[src/design/dual_comparator_pkg.sv]
// Constants, register map and mode codes for the dual comparator control block
package dual_comparator_pkg;
  // Register indices; byte address is four times the index
  localparam logic [9:0] IDX_INT_CTRL = 10'h00B;
  localparam logic [9:0] IDX_PERIPH_FLAGS = 10'h00C;
  localparam logic [9:0] IDX_CMP_CTRL = 10'h01F;
  localparam logic [9:0] IDX_PORT_A_DATA = 10'h005;
  localparam logic [9:0] IDX_PORT_A_DIR = 10'h085;
  localparam logic [9:0] IDX_PERIPH_EN = 10'h08C;
  localparam logic [9:0] IDX_REF_CTRL = 10'h09F;
  // Field positions
  localparam int GIE_BIT = 7;
  localparam int PERIPHERAL_IRQ_ENABLE_BIT = 6;
  localparam int CMP_FLAG_BIT = 6;
  localparam int CMP_IE_BIT = 6;
  localparam int CIS_BIT = 3;
  // Reset values and write masks
  localparam logic [7:0] INT_CTRL_RST = 8'h00;
  localparam logic [2:0] MODE_RST = 3'h0;
  localparam logic [4:0] PORT_DIR_RST = 5'h1F;
  localparam logic [4:0] PORT_DATA_RST = 5'h00;
  localparam logic [7:0] REF_CTRL_RST = 8'h00;
  localparam logic [7:0] REF_CTRL_MASK = 8'hEF;
  localparam logic [1:0] HTRANS_NONSEQ = 2'h2;
  localparam logic [31:0] RD_ZERO = 32'h00000000;

  typedef enum logic [2:0] {
    MODE_RESET = 3'b000,
    MODE_ONE_OF_TWO = 3'b001,
    MODE_INT_REF = 3'b010,
    MODE_SHARED_REF = 3'b011,
    MODE_TWO_COMMON = 3'b100,
    MODE_ONE_ONLY = 3'b101,
    MODE_PIN_OUT = 3'b110,
    MODE_OFF = 3'b111
  } mode_t;

  // Which of pins 0..3 are analog inputs in each mode
  function automatic logic [3:0] analog_pins(input logic [2:0] m);
    case (m)
      MODE_RESET: analog_pins = 4'hF;
      MODE_ONE_OF_TWO: analog_pins = 4'hF;
      MODE_INT_REF: analog_pins = 4'hF;
      MODE_SHARED_REF: analog_pins = 4'h7;
      MODE_TWO_COMMON: analog_pins = 4'h3;
      MODE_ONE_ONLY: analog_pins = 4'h6;
      MODE_PIN_OUT: analog_pins = 4'h7;
      default: analog_pins = 4'h0;
    endcase
  endfunction : analog_pins
endpackage : dual_comparator_pkg

[src/design/dual_comparator_control.sv]
// Dual comparator control: AHB-Lite registers, change detect, pin routing
// Summary of operation
// Mode 010 routes the internal reference to both non-inverting inputs.
// Both results read back as bits 7:6, writes cannot change them.
// Mode 110 drives pins 3 and 4 with raw comparator outputs.
// Direction bits still enable pins 3 and 4 in that mode.
// Port data reads return zero on analog-input pins.
// Any result change sets the comparator change flag.
// Software clears the flag with zero, or sets it with one.
// Interrupt needs all three enables; flag sets regardless.
// A change coinciding with a register read still sets the flag.
// Any access to comparator control recaptures the change reference.
// A lasting mismatch keeps setting the flag until recaptured.
// Comparators keep running in sleep; enabled interrupt wakes device.
// Mode 111 powers both comparators off.
// Waking from sleep leaves comparator control unchanged.
// Reset loads comparator control with mode 000.
// Comparators stay powered down throughout reset.
// Software waits response or settling time before trusting results.
// External modes allow shared or separate reference pins.
// Eight modes are selected by the three-bit mode field.
// A result reads one when non-inverting input is higher.
// Results are synchronised to the clock before readback and change detect.
// Software masks the interrupt while changing mode.
`timescale 1ns/100ps
`default_nettype none
module dual_comparator_control
  import dual_comparator_pkg::*;
(
  // Clock and reset
  input wire logic clock,
  input wire logic rst_n,
  // AHB-Lite slave
  input wire logic hsel,
  input wire logic [11:0] haddr,
  input wire logic [1:0] htrans,
  input wire logic hwrite,
  input wire logic [2:0] hsize,
  input wire logic [31:0] hwdata,
  input wire logic hready,
  output logic hreadyout,
  output logic hresp,
  output logic [31:0] hrdata,
  // Analog comparator side
  input wire logic first_cmp_raw,
  input wire logic second_cmp_raw,
  output logic [2:0] comparator_mode_field,
  output logic input_switch_select,
  output logic internal_ref_select,
  output logic comparators_power_down,
  output logic [7:0] reference_control_out,
  // Port A pins 0..4
  input wire logic [4:0] port_a_in,
  output logic [4:0] port_a_out,
  output logic [4:0] port_a_oe_n,
  // CPU side
  input wire logic sleep_active,
  output logic cmp_irq,
  output logic cmp_wake
);
  import dual_comparator_pkg::*;

  logic busy_reg;
  logic wr_reg;
  logic [9:0] idx_reg;
  logic [7:0] int_ctrl_reg;
  logic flag_reg;
  logic flag_next;
  logic cmp_ie_reg;
  logic [2:0] mode_reg;
  logic cis_reg;
  logic [4:0] dir_reg;
  logic [4:0] data_reg;
  logic [7:0] ref_reg;
  logic [1:0] sync1_reg;
  logic [1:0] sync2_reg;
  logic [1:0] last_reg;
  logic [31:0] rd_next;
  logic ref_sel_reg;
  logic pwr_dn_reg;
  logic irq_reg;
  logic wake_reg;
  logic [4:0] pin_reg;
  logic [4:0] oe_n_reg;

  // Address phase and data phase decode
  wire logic take = hsel & hready & (htrans == HTRANS_NONSEQ);
  wire logic wr = busy_reg & wr_reg;
  wire logic sel_int = idx_reg == IDX_INT_CTRL;
  wire logic sel_flags = idx_reg == IDX_PERIPH_FLAGS;
  wire logic sel_cmp = idx_reg == IDX_CMP_CTRL;
  wire logic sel_data = idx_reg == IDX_PORT_A_DATA;
  wire logic sel_dir = idx_reg == IDX_PORT_A_DIR;
  wire logic sel_en = idx_reg == IDX_PERIPH_EN;
  wire logic sel_ref = idx_reg == IDX_REF_CTRL;
  wire logic cmp_access = busy_reg & sel_cmp;
  // Change detect compares the synchronised pair with the last captured pair
  wire logic mismatch = sync2_reg != last_reg;
  wire logic [4:0] analog_mask = {1'b0, analog_pins(mode_reg)};
  wire logic [7:0] cmp_ctrl_rd = {sync2_reg[1], sync2_reg[0], 2'b00, cis_reg, mode_reg};
  wire logic irq_next = flag_reg & cmp_ie_reg & int_ctrl_reg[PERIPHERAL_IRQ_ENABLE_BIT]
    & int_ctrl_reg[GIE_BIT];
  wire logic pin_mode = mode_reg == MODE_PIN_OUT;

  // Read mux; results come from the synchronised copy
  always_comb
  begin
    rd_next = RD_ZERO;
    if (sel_int)
      rd_next[7:0] = int_ctrl_reg;
    if (sel_flags)
      rd_next[CMP_FLAG_BIT] = flag_reg;
    if (sel_cmp)
      rd_next[7:0] = cmp_ctrl_rd; // see R2
    if (sel_data)
      rd_next[4:0] = port_a_in & ~analog_mask;
    if (sel_dir)
      rd_next[4:0] = dir_reg;
    if (sel_en)
      rd_next[CMP_IE_BIT] = cmp_ie_reg;
    if (sel_ref)
      rd_next[7:0] = ref_reg;
  end

  // Set wins over a software clear in the same cycle, so no change is lost
  always_comb
  begin
    flag_next = flag_reg;
    if (wr & sel_flags)
      flag_next = hwdata[CMP_FLAG_BIT];
    if (mismatch)
      flag_next = 1'b1; // see R6, see R11
  end

  // Bus slave: one wait state per transfer
  always_ff @(posedge clock or negedge rst_n)
  begin
    if (!rst_n)
    begin
      busy_reg <= 1'b0;
      wr_reg <= 1'b0;
      idx_reg <= 10'h000;
      hreadyout <= 1'b1;
      hresp <= 1'b0;
      hrdata <= RD_ZERO;
    end
    else
    begin
      hresp <= 1'b0;
      busy_reg <= take;
      if (take)
      begin
        wr_reg <= hwrite;
        // Misaligned addresses land on an unmapped index, so they read zero
        idx_reg <= (haddr[1:0] == 2'b00) ? haddr[11:2] : 10'h3FF;
      end
      hreadyout <= ~take;
      if (busy_reg)
        hrdata <= wr_reg ? RD_ZERO : rd_next;
    end
  end

  // Software registers; sleep does not touch them
  always_ff @(posedge clock or negedge rst_n)
  begin
    if (!rst_n)
    begin
      int_ctrl_reg <= INT_CTRL_RST;
      cmp_ie_reg <= 1'b0;
      mode_reg <= MODE_RST;
      cis_reg <= 1'b0;
      dir_reg <= PORT_DIR_RST;
      data_reg <= PORT_DATA_RST;
      ref_reg <= REF_CTRL_RST;
    end
    else if (wr)
    begin
      if (sel_int)
        int_ctrl_reg <= hwdata[7:0];
      if (sel_en)
        cmp_ie_reg <= hwdata[CMP_IE_BIT];
      if (sel_cmp)
      begin
        mode_reg <= hwdata[2:0]; // see R19, see R18
        cis_reg <= hwdata[CIS_BIT];
      end
      if (sel_dir)
        dir_reg <= hwdata[4:0];
      if (sel_data)
        data_reg <= hwdata[4:0];
      if (sel_ref)
        ref_reg <= hwdata[7:0] & REF_CTRL_MASK;
    end
  end

  // Two-flop synchroniser, change reference and flag
  always_ff @(posedge clock or negedge rst_n)
  begin
    if (!rst_n)
    begin
      sync1_reg <= 2'b00;
      sync2_reg <= 2'b00;
      last_reg <= 2'b00;
      flag_reg <= 1'b0;
    end
    else
    begin
      sync1_reg <= {second_cmp_raw, first_cmp_raw};
      sync2_reg <= sync1_reg;
      if (cmp_access)
        last_reg <= sync2_reg;
      flag_reg <= flag_next;
    end
  end

  // Analog controls, interrupt, wake and pin drivers
  always_ff @(posedge clock or negedge rst_n)
  begin
    if (!rst_n)
    begin
      ref_sel_reg <= 1'b0;
      pwr_dn_reg <= 1'b1;
      irq_reg <= 1'b0;
      wake_reg <= 1'b0;
      pin_reg <= PORT_DATA_RST;
      oe_n_reg <= PORT_DIR_RST;
    end
    else
    begin
      ref_sel_reg <= mode_reg == MODE_INT_REF;
      pwr_dn_reg <= mode_reg == MODE_OFF;
      irq_reg <= irq_next;
      wake_reg <= sleep_active & flag_reg & cmp_ie_reg;
      pin_reg <= data_reg;
      oe_n_reg <= dir_reg;
    end
  end

  assign comparator_mode_field = mode_reg;
  assign input_switch_select = cis_reg;
  assign internal_ref_select = ref_sel_reg;
  assign comparators_power_down = pwr_dn_reg;
  assign reference_control_out = ref_reg;
  assign cmp_irq = irq_reg;
  assign cmp_wake = wake_reg;
  assign port_a_oe_n = oe_n_reg;
  // Raw path is unsynchronised by intent; a flop would add a clock of lag
  assign port_a_out = pin_mode ? {second_cmp_raw, first_cmp_raw, pin_reg[2:0]}
    : pin_reg;

  // Assertion helper: cycles a mismatch has lasted, saturating at seven
  logic [2:0] mismatch_age_reg;
  always_ff @(posedge clock or negedge rst_n)
  begin
    if (!rst_n)
      mismatch_age_reg <= 3'h0;
    else if (!mismatch)
      mismatch_age_reg <= 3'h0;
    else if (mismatch_age_reg != 3'h7)
      mismatch_age_reg <= mismatch_age_reg + 3'h1;
  end
endmodule : dual_comparator_control
`default_nettype wire

[config.mk]
export PLATFORM = sky130hd
export DESIGN_NAME = dual_comparator_control
export DESIGN_NICKNAME = d
export VERILOG_FILES = /design/src/design/dual_comparator_pkg.sv /design/src/design/dual_comparator_control.sv
export SDC_FILE = /design/constraint.sdc
export NUM_CORES = 1
export LEC_CHECK = 0
export BUFFER_PORTS_ARGS = -buffer_cell sky130_fd_sc_hd__buf_2
export CORE_MARGIN = 3
export CORE_UTILIZATION = 50
export DETAILED_ROUTE_END_ITERATION = 16
export PLACE_DENSITY = 0.8
export REMOVE_ABC_BUFFERS = 1
export SYNTH_ARGS = -nofsm -noshare
export SYNTH_HDL_FRONTEND = slang
export SYNTH_SLANG_ARGS = --single-unit
[constraint.sdc]
create_clock -name clock -period 2.3 [get_ports clock]
set_input_delay 0.23 -clock clock [delete_from_list [all_inputs] [get_ports clock]]
set_output_delay 0.23 -clock clock [all_outputs]
set_load 0.005 [all_outputs]
# Word level (Yosys, flattened, before mapping)
# Cells that the tools add are included.
[classes]
n_eq_ne = 16
n_mux = 13
n_bitwise = 13
reduce_logical = 11
[ops]
columns = ["operator", "n"]
rows = [
  ["2-to-1 mux 8 bit", 4],
  ["== test 10 x 8 -> 1 bit, second input constant", 3],
  ["== test 10 x 4 -> 1 bit, second input constant", 2],
  ["one-hot mux 4 bit (4 select lines)", 1],
  ["2-to-1 mux 5 bit", 3],
  ["== test 3 bit, second input constant", 4],
  ["AND reduction 2 bit", 6],
  ["bitwise AND 1 bit", 10],
  ["== test 10 x 3 -> 1 bit, second input constant", 1],
  ["== test 10 x 5 -> 1 bit, second input constant", 1],
  ["2-to-1 mux 10 bit", 1],
  ["== test 3 x 2 -> 1 bit, second input constant", 2],
  ["bitwise AND 5 bit", 1],
  ["NOT 4 -> 5 bit", 1],
  ["2-to-1 mux 1 bit", 4],
  ["== test 3 x 1 -> 1 bit, second input constant", 1],
  ["logical NOT 3 bit", 1],
  ["OR reduction 3 bit", 1],
  ["== test 2 bit, second input constant", 1],
  ["logical NOT 2 bit", 1],
  ["inequality test 2 bit", 1],
  ["nonzero test 2 bit", 1],
  ["OR reduction 2 bit", 1],
  ["NOT 1 bit", 1],
]
[totals]
ff_bits = 96
output_inout_bits = 60

# Longest topological paths before layout
[depth]
word_depth = 9
ltp_mapped = 7
mapped_depth_nobuf = 4

# Worst setup path after synthesis
# No wires, ideal clock.
[synth_path]
kind = "flip-flop to flip-flop"
startpoint = "register idx_reg[1]"
endpoint = "register dir_reg[0]"
arrival_ps = 1895
setup_slack_ps = 322
path_stages_with_launch = 7
synth_period_minus_slack_ps = 1978
path_cell_list = "dfrtp_1 or3b_1 buf_6 nor2_4 or4b_1 buf_6 mux2_4"
[synth_between]
elab_chain_cells = 2
[synth_lines]
columns = ["element", "line_no", "text"]
rows = [
  ["start: declaration", "dual_comparator_control.sv:65", "logic [9:0] idx_reg;"],
  ["start signal: assignment", "dual_comparator_control.sv:155", "idx_reg <= (haddr[1:0] == 2'b00) ? haddr[11:2] : 10'h3FF;"],
  ["== test 10 x 8 -> 1 bit", "dual_comparator_control.sv:93", "wire logic sel_dir = idx_reg == IDX_PORT_A_DIR;"],
  ["AND reduction 2 bit (no source line)", "-", ""],
  ["end signal: assignment", "dual_comparator_control.sv:188", "dir_reg <= hwdata[4:0];"],
  ["end: declaration", "dual_comparator_control.sv:72", "logic [4:0] dir_reg;"],
]
# Every way passes these cells.
# A chain may end at the register's enable or synchronous reset.

# Worst setup path after layout
[layout_path]
startpoint = "register idx_reg[9]"
endpoint = "register mode_reg[2] (netlist: comparator_mode_field[2])"
[layout_between]
elab_chain_cells = 2
[layout_lines]
columns = ["element", "line_no", "text"]
rows = [
  ["== test 10 x 5 -> 1 bit", "dual_comparator_control.sv:91", "wire logic sel_cmp = idx_reg == IDX_CMP_CTRL;"],
  ["AND reduction 2 bit (no source line)", "-", ""],
  ["end signal: assignment", "dual_comparator_control.sv:184", "mode_reg <= hwdata[2:0];"],
  ["end: declaration", "dual_comparator_control.sv:70", "logic [2:0] mode_reg;"],
]
# Every way passes these cells.

==> run metrics <==
hold path start hwrite; TritonCTS Buffers 9; Synth Area per Inst ~11 sq um; WHS around 95 ps; Rel. slew slack 0.471; Final Hold Viols 0; CTS tree yes; Critical Path AT between 2000 and 2500 ps; ys flop type dfrtp_1; Critical Path, Cell by Cell or3b_1 -> nor4_1 -> nand3_1 -> mux2_2; count of cell types in the netlist 49; GR Util met1 0.297; Initial Util 0.524; Final Max Tran Viols 0; Core Region about 0.0065 sq mm; vias in the first global route approximately 2500; first-pass GRT wire length between 10000 and 15000 microns; DR vias/cell 5.47; Worst Path Max Fanout 6; Post CTS Setup Buffer Count 0; drc violations 0; remaining global-route overflow 0; most used routing layer met2; HP Class primary input to flip-flop; Post-synth EDFFs 0; clock skew between 9 and 10 ps; Ports roughly 120; M2 GR Usage 0.326; cts repair resizes 0; Reg2Reg Setup Slack roughly 150 ps; unrepaired setup endpoints after global routing no; H-tree levels 3; Max Cap Viol 0; drt initial violations roughly 190; Root Driver clkbuf_8; R2R depth 4; die width between 80 and 90 microns; dpl hpwl around 5700 microns; WL/cell ~17 microns; Ys Warns 0; minimum clock period after layout roughly 2100 ps; Tcrit/Tclk final 0.933; worst r2r dst comparator_mode_field[2]; clock slew at reported path FFs 80 ps; DR vias about 2500; number of buffers added on ports 68; Setup violations, final 0; largest net degree at the start of global routing 68; Cell Area, Synth ~0.0034 sq mm; initial antenna violation count 0; Worst setup SP type flip-flop; leakage 0.00190 uW; all-layer global routing usage 0.214; drt first pass iters 4; Rows 29; Required @ worst endpoint around 2500 ps; status finished clean; layout cells sized above 1 0.394; # diodes 0; Die ar. a little under 0.008 sq mm; Slew @ Worst Pin a little under 800 ps; final WL about 7800 microns; Async S/R FF share, synth 1.00; Crit Path Category flip-flop to flip-flop; Antenna Nets Post-Route 0; GR Util met3 0.0400; Die Y-Extent between 80 and 90 microns; layout net count between 400 and 500; FF+latch count, synth 72; setup TNS 0 ps; Pwr Density roughly 670 mW/mm^2; Syn Inst Count ~300; clk buf depth 2; r2r startpoint idx_reg[9]; routability cong. a little under 0.9; worst vdd ir between 300 and 400 uV; sequential fraction of the synthesis area 0.537; Crit path largest cell delay about 500 ps; Slowest-stage cell, CP or3b_1; Worst setup EP type flip-flop; worst hold stages 3; clk sink count 72; max reg flops 10; Syn-to-layout area delta 18.1%; hold endpoint wr_reg; clk_lat worst skew about 340 ps; maximum clock rate between 400 and 500 MHz
cell usage in the layout, fill, tap and decap left out, types with 4 or more instances in the layout:
master,synthesis,final
a21oi_1,5,5
buf_2,2,68
buf_4,29,19
clkbuf_8,0,11
conb_1,1,26
dfrtp_1,60,60
dfstp_2,12,12
inv_1,5,5
mux2_2,28,28
mux2_4,5,5
nand2_1,25,25
nand3_1,8,8
nor2_1,17,17
nor2b_1,4,4
nor3_1,6,6
nor4_1,9,9
o21ai_0,16,16
o2bb2ai_1,4,4
or2_2,4,4
routing by layer:
layer  wire [microns]  vias up
li1                 -     1180
met1             3460     1246
met2             3760      103
met3              473       13
met4              141        0
met5                0        -
critical path: cells and delay by family, from the launching register on:
family / cells / cell delay, ps
flip-flops: 1 / 400
multiplexers: 1 / 350
AND/OR/NAND/NOR: 3 / 1290
layout make-up:
cell class | instances | area (sq um)
repair buffers | 91 | 533
clock inverters | 4 | 28.8
fillers | 532 | 2460
well taps | 77 | 96.3
flip-flops and latches | 72 | 1820
clock buffers | 12 | 155
multi-input cells | 204 | 1350
inverters | 5 | 18.8
kinds of logic after synthesis:
kind of cell / after synthesis / share of synthesized area
compound gates: 42 / 0.0839
xor+xnor: 3 / 0.00776
buf+inv: 50 / 0.0928
flops: 72 / 0.537
mux: 34 / 0.118
other cells: 1 / 0.00111
simple gates: 99 / 0.159
Yosys cell counts (2+ instances only):
cell type,number,share of area
a32o_1,2,0.0059
nand2b_1,3,0.0055
nor3_1,6,0.0089
nor4_1,9,0.017
mux2_4,5,0.022
nand4_1,3,0.0055
or3b_1,2,0.0052
xnor2_1,2,0.0052
nor2_1,17,0.019
dfrtp_1,60,0.44
mux2_2,28,0.093
nand3_1,8,0.012
o21ai_0,16,0.024
nor2b_1,4,0.0074
clkbuf_1,11,0.012
a31oi_1,3,0.0055
or2_2,4,0.0074
and2_1,2,0.0037
o41a_1,2,0.0067
buf_6,2,0.0067
a211oi_1,2,0.0044
or4_1,2,0.0044
o2bb2ai_1,4,0.010
and3_1,2,0.0037
dfstp_2,12,0.093
a32oi_1,3,0.0078
nor3b_1,2,0.0044
nand2_1,25,0.028
a21oi_1,5,0.0074
buf_2,2,0.0030
nand4b_1,3,0.0078
inv_1,5,0.0055
buf_4,29,0.064
power by group:
group | internal [uW] | switching [uW] | total [uW]
logic | 149 | 201 | 349
clock network | 451 | 471 | 922
registers | 1340 | 58.8 | 1400
total | 1940 | 731 | 2670
worst max path at each step:
stage / slack (ps) / endpoint / startpoint / cells after the start
finish: 150 / comparator_mode_field[2] / idx_reg[9] / 4
floorplan: 170 / dir_reg[0] / idx_reg[9] / 4
CTS: 210 / comparator_mode_field[2] / idx_reg[9] / 4
global route: 4 / comparator_mode_field[2] / idx_reg[9] / 4
detailed placement: 220 / input_switch_select / idx_reg[9] / 4
global placement: 210 / input_switch_select / idx_reg[9] / 4
per-stage QoR:
step	util	total power (uW)	instances	worst slack [ps]	area, sq um
6_report	0.619	2670	465	154	4000
5_1_grt	0.619	2800	465	4.27	4000
4_1_cts	0.619	2690	465	209	4000
3_5_place_dp	0.586	1770	446	218	3780
3_3_place_gp	0.586	1760	446	212	3780
2_1_floorplan	-	1580	281	168	3180
repair_timing:
item,CTS,global route
endpoints found under the setup margin,0,0
endpoints found under the hold margin,7,0
hold buffers,3,0
Note: power is estimated with default switching activity, not from simulation.
